`src/pkg/byte_op_consts.vh`:
```
`ifndef BYTE_OP_CONSTS_VH
`define BYTE_OP_CONSTS_VH
// ----------------------------------------
// operation select codes
// ----------------------------------------
`define OP_NONE 3'h0
`define OP_DECREMENT_REG 3'h1
`define OP_DECREMENT_SKIP 3'h2
`define OP_INCREMENT_REG 3'h3
`define OP_INCREMENT_SKIP 3'h4
`define OP_OR_LITERAL 3'h5
`define OP_ABSOLUTE_JUMP 3'h6
// ----------------------------------------
// widths and fields
// ----------------------------------------
`define PC_WIDTH 15
`define JUMP_LOW_WIDTH 11
`define LATCH_JUMP_HI 6
`define LATCH_JUMP_LO 3
// ----------------------------------------
// reset values
// ----------------------------------------
`define ACC_RESET 8'h00
`define PC_RESET 15'h0000
`define ZERO_FLAG_RESET 1'b0
`define WRITE_DATA_RESET 8'h00
`endif

```
`src/zero_detect.v`:
```
`timescale 1ns/100ps
`default_nettype none
module zero_detect #(
    parameter WIDTH = 8
) (
    input wire [WIDTH-1:0] value,
    output wire is_zero
);
    assign is_zero = (value == {WIDTH{1'b0}});
endmodule
`default_nettype wire

```
`src/byte_op_branch_exec.v`:
```
`timescale 1ns/100ps
`default_nettype none
`include "byte_op_consts.vh"
module byte_op_branch_exec (
    input wire clk,
    input wire rst,
    input wire op_valid,
    input wire [2:0] op_code,
    input wire target_choice_bit,
    input wire [7:0] reg_value,
    input wire [7:0] literal,
    input wire [10:0] jump_operand,
    input wire [7:0] upper_jump_latch,
    output reg [7:0] acc,
    output reg equal_nil_flag,
    output reg reg_write,
    output reg [7:0] reg_write_data,
    output reg [14:0] pc,
    output reg pc_load,
    output reg discard_next,
    output wire op_ready
);
    // ----------------------------------------
    // state
    // ----------------------------------------
    localparam ST_IDLE = 1'b0;
    localparam ST_SECOND = 1'b1;
    reg state_reg;
    reg state_next;
    reg [7:0] result;
    wire result_zero;
    reg [7:0] acc_next;
    reg flag_next;
    reg wr_next;
    reg [7:0] wr_data_next;
    reg [14:0] pc_next;
    reg pc_load_next;
    reg discard_next_next;
    wire take;
    // ----------------------------------------
    // decode wires
    // ----------------------------------------
    wire is_dec;
    wire is_inc;
    wire is_dec_skip;
    wire is_inc_skip;
    wire is_jump;
    wire is_skip_op;
    wire flag_step;
    wire skip_taken;
    wire stall_op;
    wire [14:0] jump_target;

    // second cycle of a jump or a taken skip holds off the next op
    assign op_ready = (state_reg == ST_IDLE);
    assign take = op_valid && op_ready;

    zero_detect #(
        .WIDTH(8)
    ) u_zero_detect (
        .value(result),
        .is_zero(result_zero)
    );

    // ----------------------------------------
    // op decode
    // ----------------------------------------
    assign is_dec = (op_code == `OP_DECREMENT_REG);
    assign is_inc = (op_code == `OP_INCREMENT_REG);
    assign is_dec_skip = (op_code == `OP_DECREMENT_SKIP);
    assign is_inc_skip = (op_code == `OP_INCREMENT_SKIP);
    assign is_jump = (op_code == `OP_ABSOLUTE_JUMP);
    assign is_skip_op = is_dec_skip || is_inc_skip;
    assign flag_step = is_dec || is_inc;
    assign skip_taken = is_skip_op && result_zero;
    assign stall_op = skip_taken || is_jump;
    assign jump_target = {
        upper_jump_latch[`LATCH_JUMP_HI:`LATCH_JUMP_LO],
        jump_operand
    };

    // ----------------------------------------
    // result path
    // ----------------------------------------
    always @* begin
        case (op_code)
            `OP_DECREMENT_REG: result = reg_value - 8'h01;
            `OP_DECREMENT_SKIP: result = reg_value - 8'h01;
            `OP_INCREMENT_REG: result = reg_value + 8'h01;
            `OP_INCREMENT_SKIP: result = reg_value + 8'h01;
            `OP_OR_LITERAL: result = acc | literal;
            default: result = 8'h00;
        endcase
    end

    // ----------------------------------------
    // next outputs
    // ----------------------------------------
    always @* begin
        acc_next = acc;
        flag_next = equal_nil_flag;
        wr_next = 1'b0;
        wr_data_next = reg_write_data;
        pc_next = pc;
        pc_load_next = 1'b0;
        discard_next_next = 1'b0;
        if (take) begin
            case (op_code)
                `OP_DECREMENT_REG, `OP_INCREMENT_REG,
                `OP_DECREMENT_SKIP, `OP_INCREMENT_SKIP: begin
                    if (target_choice_bit) begin
                        wr_next = 1'b1;
                        wr_data_next = result;
                    end else begin
                        acc_next = result;
                    end
                    if (flag_step) begin
                        flag_next = result_zero;
                    end
                    if (skip_taken) begin
                        discard_next_next = 1'b1;
                    end
                end
                `OP_OR_LITERAL: begin
                    acc_next = result;
                    flag_next = result_zero;
                end
                `OP_ABSOLUTE_JUMP: begin
                    pc_next = jump_target;
                    pc_load_next = 1'b1;
                end
                // codes 0 and 7 leave everything as it was
                default: begin
                    acc_next = acc;
                end
            endcase
        end
    end

    // ----------------------------------------
    // sequencing
    // ----------------------------------------
    // two-cycle ops hold off the next one
    always @* begin
        case (state_reg)
            ST_IDLE: begin
                if (take && stall_op) begin
                    state_next = ST_SECOND;
                end else begin
                    state_next = ST_IDLE;
                end
            end
            // the refused cycle stands in for the nop
            ST_SECOND: begin
                state_next = ST_IDLE;
            end
            default: begin
                state_next = ST_IDLE;
            end
        endcase
    end

    // ----------------------------------------
    // state register
    // ----------------------------------------
    always @(posedge clk) begin
        if (rst) begin
            state_reg <= ST_IDLE;
        end else begin
            state_reg <= state_next;
        end
    end

    // ----------------------------------------
    // datapath registers
    // ----------------------------------------
    // acc, flag and pc hold until an op changes them
    always @(posedge clk) begin
        if (rst) begin
            acc <= `ACC_RESET;
            equal_nil_flag <= `ZERO_FLAG_RESET;
            reg_write_data <= `WRITE_DATA_RESET;
            pc <= `PC_RESET;
        end else begin
            acc <= acc_next;
            equal_nil_flag <= flag_next;
            reg_write_data <= wr_data_next;
            pc <= pc_next;
        end
    end

    // ----------------------------------------
    // strobe registers
    // ----------------------------------------
    // pulses clear in each cycle that takes no op, so a taken op pulses each strobe for at most one cycle
    always @(posedge clk) begin
        if (rst) begin
            reg_write <= 1'b0;
            pc_load <= 1'b0;
            discard_next <= 1'b0;
        end else begin
            reg_write <= wr_next;
            pc_load <= pc_load_next;
            discard_next <= discard_next_next;
        end
    end
endmodule
`default_nettype wire

```
`config.mk`:
```
export PLATFORM = sky130hd
export DESIGN_NAME = byte_op_branch_exec
export DESIGN_NICKNAME = d
export VERILOG_FILES = /design/src/zero_detect.v /design/src/byte_op_branch_exec.v
export VERILOG_INCLUDE_DIRS = /design/src /design/src/pkg
export SDC_FILE = /design/constraint.sdc
export NUM_CORES = 1
export LEC_CHECK = 0
export BUFFER_PORTS_ARGS = -buffer_cell sky130_fd_sc_hd__buf_4
export CAP_MARGIN = 40
export CORE_UTILIZATION = 50
export CTS_BUF_LIST = sky130_fd_sc_hd__clkbuf_8
export DETAILED_ROUTE_END_ITERATION = 10
export GPL_ROUTABILITY_DRIVEN = 0
export PLACE_DENSITY = 0.95
export SETUP_SLACK_MARGIN = 0.02
export SLEW_MARGIN = 40
export SYNTH_ARGS = -nofsm -noshare
export SYNTH_HDL_FRONTEND = slang
export SYNTH_HIERARCHICAL = 1
export SYNTH_SLANG_ARGS = --single-unit
```
`constraint.sdc`:
```
create_clock -name clk -period 7.4 [get_ports clk]
set_input_delay 1.48 -clock clk [delete_from_list [all_inputs] [get_ports clk]]
set_output_delay 1.48 -clock clk [all_outputs]
set_load 0.02 [all_outputs]
```
==> results.md, run 1 <==
- Reg clk slew, reported paths: approximately 0.080 ns
- WP data required: 7.64 ns
- Antenna Cells: 0
- Overall power: 0.0004785 W
- Critical path capture point type: register
- Cell Int Power: ~0.00035 W
- Initial antenna violation count: 0
- Final Critical Period: 4.967 ns
- Sw frac: 0.2752
- CTS tree: yes
- Crit path launch: op_code[2]
- Root Buffer: clkbuf_8
- Drt drc: 0
- Sequential share of the synthesized area: 0.3874
- Largest regs: pc: 15 flops, acc: 8 flops, reg_write_data: 8 flops
- Starting Density: 0.5405
- Total wire length: between 4000 and 5000 µm
- Maximum achievable frequency: roughly 200 MHz
- Maxcap violations: 0
- Hold Vio Cnt, Final: 0
- Number of DRC markers in iteration 0: around 140
- I/O Pins: 78
- Cells after Synth: 238
- Vias: 1923
- Relative slew slack: 0.6061
- R2r worst-path depth: 9
- Hold Path Class: reg2reg
- Vias in the first global route: 1796
- Max FFs per register: 15
- Die area: 3969 µm²
- Clock Latency Late Sink: 0.29 ns
- Most common cell in the netlist: dfxtp_1
- Kind of start point of the critical path: input port
- Maximum buffer depth of the clock tree: 2
- Flop and latch count out of synthesis: 36
- Leak Pwr: 1.082 nW
- Ys flop type: dfxtp_1
- Net Count, Synth: 282
- Core box area: 3442 µm²
- Rows: 21
- Vias per cell: roughly 5.5
- Die Y: 63 µm
- Final period util: 0.6713
- CP max FO: 16
- Setup CP Type: in2reg
- Global Route Usage Sum: 0.2494
- Routed len/inst: 13.33 µm
- Nets: 347
- Syn Area/Cell: approximately 7.8 µm²
- Area Growth Syn to Fin: 35.44%
- Netlist Area Pre-Place: roughly 1900 µm²
- Port bufs: 73
- Num CTS Buffers: 5
- Die width: 63 µm
- Outcome: finished, final reports clean
- Fin Clk Skew: 0.009721 ns
- Setup Total Neg Slack: 0 ns
- Switching pwr: 0.0001317 W
- # Post-CTS Setup Buffers: 0
- Distinct cells, synth: 42
- Hold Crit Depth: 2
- Antenna viol nets, final: 0
- Slew at the pin closest to its max-slew limit: approximately 0.59 ns
- Arrival @ worst endpoint: ~5.2 ns
- Share of synthesized registers carrying an async set or reset: 0
- PD cells: 189.9 nW/µm²
- Drt pass-1 iters: 4
- Slew Limit Fails: 0
- Layout cells sized above 1: 0.3059
- Pin count of the biggest net entering global routing: 36
- Ys Warns: 6
- Worst Hold Launch: pc[11]$_SDFFE_PP0P_
- Unrepaired setup endpoints after global routing: false
- Max VDD drop: roughly 0.14 mV
- Post-DP HPWL: ~3400 µm
- CTS Hold Bufs: 0
- Final Core Density: 0.7321
- Htree depth: 2
- Post-CTS resize count: 0
- Sequential Power Share: 0.430
- Largest Register: pc
- Synth top area share: 0.3874
- Clock Sinks: 36
- EDFF count, synth: 0
- First-pass GRT wire length: around 7800 µm
- R2r startpoint: acc[6]$_SDFFE_PP0P_
- Final setup fails: 0
- Top post-synthesis cells by area: dfxtp_1 39%, nand2_1 7.1%, nor2_1 6.1%
- Dominant cell type by area after synthesis: dfxtp_1
- Post-synth top cells: 36 x dfxtp_1, 35 x nand2_1, 30 x nor2_1
- Part of the power in combinational logic: 0.220
- Total gr overflow: 0
- Clock power share: 0.350
-- path summary, 6_finish.rpt --
path | endpoint | slack, ns
max | state_reg$_SDFF_PP0_ | 2.43
min | pc[11]$_SDFFE_PP0P_ | 0.46
max reg2reg | state_reg$_SDFF_PP0_ | 5.10
min reg2reg | pc[11]$_SDFFE_PP0P_ | 0.46
-- stage by stage --
step	setup slack [ns]	instances	instance area [µm²]	hold WS [ns]
final	2.433	350	2520	0.4566
after global routing	2.287	350	2520	0.4814
after CTS	2.480	350	2520	0.4561
after detailed placement	2.250	342	2412	0.4466
after global placement	2.283	342	2410	0.4420
after floorplan	2.560	238	1861	0.5345
-- critical path, cell delays in order --
cell,delay [ns]
buf_4,0.18
or3b_4,0.41
nand2_2,0.18
xnor2_1,0.09
ha_1,0.26
or4_2,0.58
o21ai_0,0.22
xnor2_1,0.08
mux2_2,0.26
a21oi_1,0.30
inv_1,0.08
or4_1,0.53
nor2_1,0.17
and4b_1,0.24
or2_2,0.13
-- kinds of logic after synthesis --
kind of cell,share of synthesized area
AO/OA/AOI/OAI,0.1977
adder cells (fa/ha/maj),0.01345
buffers and inverters,0.05044
AND/OR/NAND/NOR,0.2603
XOR/XNOR,0.04707
multiplexers,0.04371
flip-flops,0.3874
-- power groups by stage --
stage | clock network, W | logic (W) | registers, W
4_1_cts | 0.000169 | 0.000104 | 0.000206
6_report | 0.000168 | 0.000105 | 0.000206
3_3_place_gp | 0 | 0.000101 | 0.000210
2_1_floorplan | 0 | 0.0000553 | 0.000219
5_1_grt | 0.000177 | 0.000115 | 0.000207
3_5_place_dp | 0 | 0.000103 | 0.000210
-- placed cells by master, fill, tap and decap left out, drive strengths merged, types with 2 or more instances in the layout --
| cell | instances |
|---|---|
| or3 | 2 |
| inv | 11 |
| nor2b | 5 |
| o22ai | 3 |
| xor2 | 4 |
| nand4 | 2 |
| or4 | 4 |
| a2111oi | 2 |
| nand3b | 2 |
| a211oi | 13 |
| nand2 | 36 |
| dfxtp | 36 |
| a31oi | 3 |
| ha | 2 |
| mux2i | 7 |
| nor3 | 3 |
| xnor2 | 6 |
| nor2 | 30 |
| nand2b | 2 |
| clkbuf | 5 |
| and3 | 2 |
| o21ai | 9 |
| nand3 | 6 |
| a21oi | 22 |
| buf | 73 |
-- metal layers --
layer	part of all wire	global-route usage
met3	0.075	0.05474
met4	0.019	0.1366
met5	0	0
met1	0.41	0.2897
met2	0.49	0.4207
-- area by class of cell --
| cell class | instances | area, µm² |
|---|---|---|
| multi-input cells | 177 | 1049 |
| well taps | 46 | 57.56 |
| fillers | 263 | 922.1 |
| repair buffers | 73 | 548.0 |
| flip-flops and latches | 36 | 720.7 |
| clock buffers | 5 | 68.82 |
| inverters | 10 | 37.54 |
| clock inverters | 3 | 38.79 |
Power figures use the tool's default switching activity.
==> run 2, diff against run 1 <==
- CORE_UTILIZATION: 50 -> 49
- PLACE_DENSITY: 0.95 -> 0.94
- clock period: 7.4 -> 5.1 ns (I/O delays scaled with it)
==> run 2 against run 1 <==
Hold slack got worse by 0.0018 ns. Power grew 39%. Cell count rose by 0.57%. Routed wire length increased by 2.2%. Sequential cell count did not move. Sequential power increased by 45%. Non-clock buffer count stayed put. Critical path type unchanged. Core utilization is 4.7 points lower. Design area decreased by 0.45%. Critical endpoint unchanged. First-iteration DRC count fell by 28%.
==> results.md, run 2 (synthesized netlist as in run 1, its figures left out) <==
- Pin count of the biggest net entering global routing: 36 (unchanged)
- Seq. cell area: 720.7 µm² (unchanged)
- Crit-path cells: buf_4 > or3b_4 > nand2_2 > xnor2_1 > ha_1 > or4_2 > o21ai_0 > xnor2_1 > mux2_2 > a21oi_1 > inv_1 > or4_1 > nor2_1 > and4b_1 > or2_2
- Routed len/inst: 13.55 µm (+1.6%)
- # Post-CTS Setup Buffers: 0 (unchanged)
- Num CTS Buffers: 5 (unchanged)
- Maximum achievable frequency: 219.7 MHz
- Initial antenna violation count: 0 (unchanged)
- Reg clk slew, reported paths: 0.07 ns (about the same)
- Outcome: finished, final reports clean
- Setup Total Neg Slack: 0 ns (unchanged)
- CTS Hold Bufs: 0 (unchanged)
- Slew Limit Fails: 0 (unchanged)
- Core box area: 3661 µm² (+6.4%)
- Global Route Usage Sum: 0.2407 (-0.008753)
- WP data required: 5.34 ns (-2.30 ns)
- Post-route cell area: 2509 µm² (-0.45%)
- Max FFs per register: 15 (unchanged)
- Vias per cell: 5.534 (+0.72%)
- Multi-input gate area: 1049 µm² (unchanged)
- Max incr delay on CP: 0.57 ns (about the same)
- Rows: 22 (+4.8%)
- Total gr overflow: 0 (unchanged)
- Root Buffer: clkbuf_8
- Final setup fails: 0 (unchanged)
- Largest regs: pc: 15 flops, acc: 8 flops, reg_write_data: 8 flops
- Critical path capture point type: register
- Drt pass-1 iters: 4 (unchanged)
- Port bufs: 73 (unchanged)
- Relative slew slack: 0.6057 (about the same)
- Antenna Cells: 0 (unchanged)
- Die Y: 63.62 µm (+0.98%)
- Worst hold slack: 0.4548 ns (-0.001836 ns)
- Max VDD drop: 0.1754 mV (+25%)
- Max stage delay cell, worst path: or4_2
- Starting Density: 0.5082 (-0.03233)
- Post-CTS resize count: 0 (unchanged)
- Layout cells sized above 1: 0.3059 (unchanged)
- Kind of start point of the critical path: input port
- Area Growth Syn to Fin: 34.84%
- Clock Latency Late Sink: 0.29 ns (about the same)
- Commonest non-fill, non-tap cell in the layout: buf_4
- Final Critical Period: 4.552 ns
- Htree depth: 2 (unchanged)
- CTS tree: yes
- Unrepaired setup endpoints after global routing: false
- Most frequent cells in the layout: 73 x buf_4, 36 x dfxtp_1, 35 x nand2_1
- Post-DP HPWL: 3484 µm (+3.3%)
- Number of DRC markers in iteration 0: 100 (-28%)
- Nets: 347 (unchanged)
- Final period util: 0.8925
- Largest Register: pc
- CP dominant cell by count: xnor2_1
- Antenna viol nets, final: 0 (unchanged)
- Vias: 1948 (+1.3%)
- CP max FO: 16 (unchanged)
- Total wire length: 4770 µm (+2.2%)
- Maximum buffer depth of the clock tree: 2 (unchanged)
- Fin Clk Skew: 0.006643 ns (-0.003078 ns)
- First-pass GRT wire length: 7707 µm (-0.71%)
- Arrival @ worst endpoint: 4.79 ns (-0.42 ns)
- # fillers: 326 (+24%)
- Vias in the first global route: 1826 (+1.7%)
- Setup CP Type: in2reg
- Placed inst area: 2415 µm² (+0.10%)
- Clock Sinks: 36 (unchanged)
- PD cells: 264.3 nW/µm² (+39%)
- Hold Path Class: reg2reg
- Drt drc: 0 (unchanged)
- Leak Pwr: 1.071 nW (-0.99%)
- Die area: 4048 µm² (+2.0%)
- Maxcap violations: 0 (unchanged)
- Slew at the pin closest to its max-slew limit: 0.5887 ns (+0.0006123 ns)
- Hold Vio Cnt, Final: 0 (unchanged)
- I/O Pins: 78 (unchanged)
- Die width: 63.62 µm (+0.98%)
-- run 2: cell types whose count changed in the layout (fill, tap and decap cells not counted) --
| cell | change |
|---|---|
| bufinv_16 | -1 |
| clkbuf_8 | +1 |
| clkinv_2 | -1 |
| clkinvlp_4 | +1 |
-- run 2: worst max-delay path: cells and delay by family --
kind	cells	cell delay, ns
simple gates	7	2.20
compound gates	2	0.56
buf+inv	2	0.28
fa+ha+maj	1	0.26
mux	1	0.26
xor+xnor	2	0.18
-- run 2: cell type report --
class / count / area share
Clock buffer: 6 / 0.03292
Tap cell: 48 / 0.02394
Clock inverter: 2 / 0.004489
Timing Repair Buffer: 73 / 0.2185
Multi-Input combinational cell: 177 / 0.4180
Inverter: 10 / 0.01496
Sequential cell: 36 / 0.2873
-- run 2: routing by layer --
metal,up-vias,wire [µm],part of all wire,global-route usage
li1,958,-,-,-
met1,886,1848,0.39,0.2528
met2,91,2361,0.49,0.4362
met3,13,462,0.097,0.07428
met4,0,98,0.021,0.1023
met5,-,0,0,0
-- run 2: path summary, 6_finish.rpt --
check        cells after the start                   end                start  slack [ns]
max                             15  state_reg$_SDFF_PP0_           op_code[2]        0.55
max reg2reg                      9  state_reg$_SDFF_PP0_  acc[6]$_SDFFE_PP0P_        2.84
min                              2   pc[12]$_SDFFE_PP0P_  pc[12]$_SDFFE_PP0P_        0.45
min reg2reg                      2   pc[12]$_SDFFE_PP0P_  pc[12]$_SDFFE_PP0P_        0.45
-- run 2: through the flow --
step / cells / setup WS [ns] / power (W) / util
after floorplan: 238 / 0.7200 / 0.0003978 / -
after global placement: 344 / 0.4737 / 0.0004510 / 0.6589
after detailed placement: 344 / 0.3927 / 0.0004552 / 0.6596
after CTS: 352 / 0.6185 / 0.0006644 / 0.6852
after global routing: 352 / 0.3211 / 0.0006913 / 0.6852
final: 352 / 0.5482 / 0.0006631 / 0.6852
-- run 2: power breakdown --
part	leakage [nW]	switching, W	internal (W)
Combinational	0.730	0.0000853	0.0000681
Sequential	0.293	0.00000639	0.000292
Clock	0.0486	0.000103	0.000108
==> run 3, diff against run 2 <==
- CORE_MARGIN: default -> 10
==> run 3 against run 2 <==
Global-route usage down 8.0 points. First-iteration DRC count rose to 2.7 times the previous value. Sequential share of layout area up 0.10 points. Fmax up 0.91%. Critical path depth unchanged. Critical path type unchanged. Largest cell class unchanged.
==> results.md, run 3 (synthesized netlist as in run 1, its figures left out) <==
- Outcome: finished, final reports clean
- CP max FO: 16 (unchanged)
- Die Y: 81.62 µm (+28%)
- Hold Vio Cnt, Final: 0 (unchanged)
- Maximum buffer depth of the clock tree: 2 (unchanged)
- Area Growth Syn to Fin: 34.36%
- Kind of start point of the critical path: input port
- Max VDD drop: 0.2142 mV (+22%)
- CTS tree: yes
- Fin Clk Skew: 0.007701 ns (+0.001058 ns)
- Routed met2 length: 2502 µm (+6.0%)
- Core box area: 3661 µm² (unchanged)
- CP dominant cell by count: xnor2_1
- Clock Sinks: 36 (unchanged)
- Final std cells w/o fill: 352 (unchanged)
- Vias: 1892 (-2.9%)
- # fillers: 317 (-2.8%)
- Final setup fails: 0 (unchanged)
- # Post-CTS Setup Buffers: 0 (unchanged)
- Antenna viol nets, final: 0 (unchanged)
- Num CTS Buffers: 5 (unchanged)
- Number of DRC markers in iteration 0: 274 (+170%)
- PD cells: 258.4 nW/µm² (-2.2%)
- Worst hold slack: 0.4563 ns (+0.001470 ns)
- First-pass GRT wire length: 8466 µm (+9.8%)
- Sequential Power Share: 0.461 (+0.011)
- Layout cells sized above 1: 0.3026 (-0.003289)
- I/O Pins: 78 (unchanged)
- Largest regs: pc: 15 flops, acc: 8 flops, reg_write_data: 8 flops
- Setup Total Neg Slack: 0 ns (unchanged)
- Hold Path Class: reg2reg
- Slew Limit Fails: 0 (unchanged)
- Clock power share: 0.301 (-0.018)
- Clock Latency Late Sink: 0.29 ns (about the same)
- Max stage delay cell, worst path: or4_2
- Antenna Cells: 0 (unchanged)
- Most frequent cells in the layout: 73 x buf_4, 36 x dfxtp_1, 35 x nand2_1
- Drt drc: 0 (unchanged)
- WP buf/inv: 2 (unchanged)
- Top sig layer: met4
- Commonest non-fill, non-tap cell in the layout: buf_4
- Slew at the pin closest to its max-slew limit: 0.6059 ns (+0.01718 ns)
- Max FFs per register: 15 (unchanged)
- Relative slew slack: 0.5949 (-0.01081)
- Root Buffer: clkbuf_8
- Maximum achievable frequency: 221.7 MHz (+0.91%)
- Part of the power in combinational logic: 0.237 (+0.006)
- Crit-path cells: buf_4 > or3b_4 > nand2_2 > xnor2_1 > ha_1 > or4_2 > o21ai_0 > xnor2_1 > mux2_2 > a21oi_1 > inv_1 > or4_1 > nor2_1 > and4b_1 > or2_2
- Maxcap violations: 0 (unchanged)
- Nets: 347 (unchanged)
- WP data required: 5.34 ns (about the same)
- Port bufs: 73 (unchanged)
- Rows: 22 (unchanged)
- Post-DP HPWL: 4132 µm (+19%)
- Initial antenna violation count: 0 (unchanged)
- Routed len/inst: 15.26 µm (+13%)
- Critical path capture point type: register
- Unrepaired setup endpoints after global routing: false
- Die width: 81.62 µm (+28%)
- Cell count after placement: 344 (unchanged)
- Final Critical Period: 4.511 ns (-0.04087 ns)
- WL met1: 2016 µm (+9.1%)
- Sw frac: 0.2978 (+0.003508)
- Die area: 6662 µm² (+65%)
- Drt pass-1 iters: 4 (unchanged)
- Pin count of the biggest net entering global routing: 36 (unchanged)
- Setup CP Type: in2reg
- Met3 WL post-DR: 741 µm (+60%)
- Cell Int Power: 0.0004537 W (-3.1%)
- Arrival @ worst endpoint: 4.75 ns (-0.04 ns)
- Vias in the first global route: 1884 (+3.2%)
- Post-CTS resize count: 0 (unchanged)
- Starting Density: 0.5082 (unchanged)
- Max incr delay on CP: 0.58 ns (about the same)
- Switching pwr: 0.0001924 W (-1.4%)
- Overall power: 0.0006461 W (-2.6%)
- Total wire length: 5370 µm (+13%)
- Total gr overflow: 0 (unchanged)
- Global Route Usage Sum: 0.1603 (-0.08042)
- Largest Register: pc
- Leak Pwr: 1.074 nW (+0.20%)
- Htree depth: 2 (unchanged)
- Reg clk slew, reported paths: 0.08 ns (about the same)
- Top delay family on crit path: simple AND/OR/NAND/NOR gates
- CTS Hold Bufs: 0 (unchanged)
- Final period util: 0.8845 (-0.008014)
- Vias per cell: 5.375 (-2.9%)
run 3: layer usage:
metal | track usage | vias up
met2 | 0.2670 | 84
met5 | 0 | -
met1 | 0.1569 | 840
met3 | 0.1015 | 13
met4 | 0.06633 | 0
li1 | - | 955
run 3: worst paths after layout:
check	startpoint	end	slack (ns)	depth (start not counted)
max	op_code[2]	state_reg$_SDFF_PP0_	0.59	15
min	pc[5]$_SDFFE_PP0P_	pc[5]$_SDFFE_PP0P_	0.46	2
max reg2reg	acc[6]$_SDFFE_PP0P_	state_reg$_SDFF_PP0_	2.91	9
min reg2reg	pc[5]$_SDFFE_PP0P_	pc[5]$_SDFFE_PP0P_	0.46	2
run 3: power groups by stage:
stage	combinational, W	sequential, W	clock (W)
6_report	0.000153	0.000298	0.000195
5_1_grt	0.000168	0.000299	0.000210
4_1_cts	0.000153	0.000298	0.000199
3_5_place_dp	0.000152	0.000305	0
3_3_place_gp	0.000148	0.000304	0
2_1_floorplan	0.0000802	0.000318	0
run 3: cell type report:
cell class	instances	area, µm²	area share
Timing Repair Buffer	73	548.0	0.2192
Inverter	10	37.54	0.01502
Sequential cell	36	720.7	0.2883
Tap cell	48	60.06	0.02402
Clock inverter	3	16.27	0.006507
Clock buffer	5	68.82	0.02753
Multi-Input combinational cell	177	1049	0.4194
run 3: metrics by stage:
step                setup WS (ns)  area [µm²]    util
CTS                        0.6573        2500  0.6828
global route               0.4754        2500  0.6828
detailed placement         0.3792        2415  0.6596
finish                     0.5891        2500  0.6828
floorplan                  0.7200        1861       -
global placement           0.4856        2412  0.6589
run 3: worst register-to-register path, cell delays in order (launching register included):
cell and delay, ns:
dfxtp_1 0.32, o21ai_0 0.22, o21a_1 0.15, o32ai_1 0.06
a21oi_1 0.30, inv_1 0.08, or4_1 0.53, nor2_1 0.16
and4b_1 0.23, or2_2 0.11
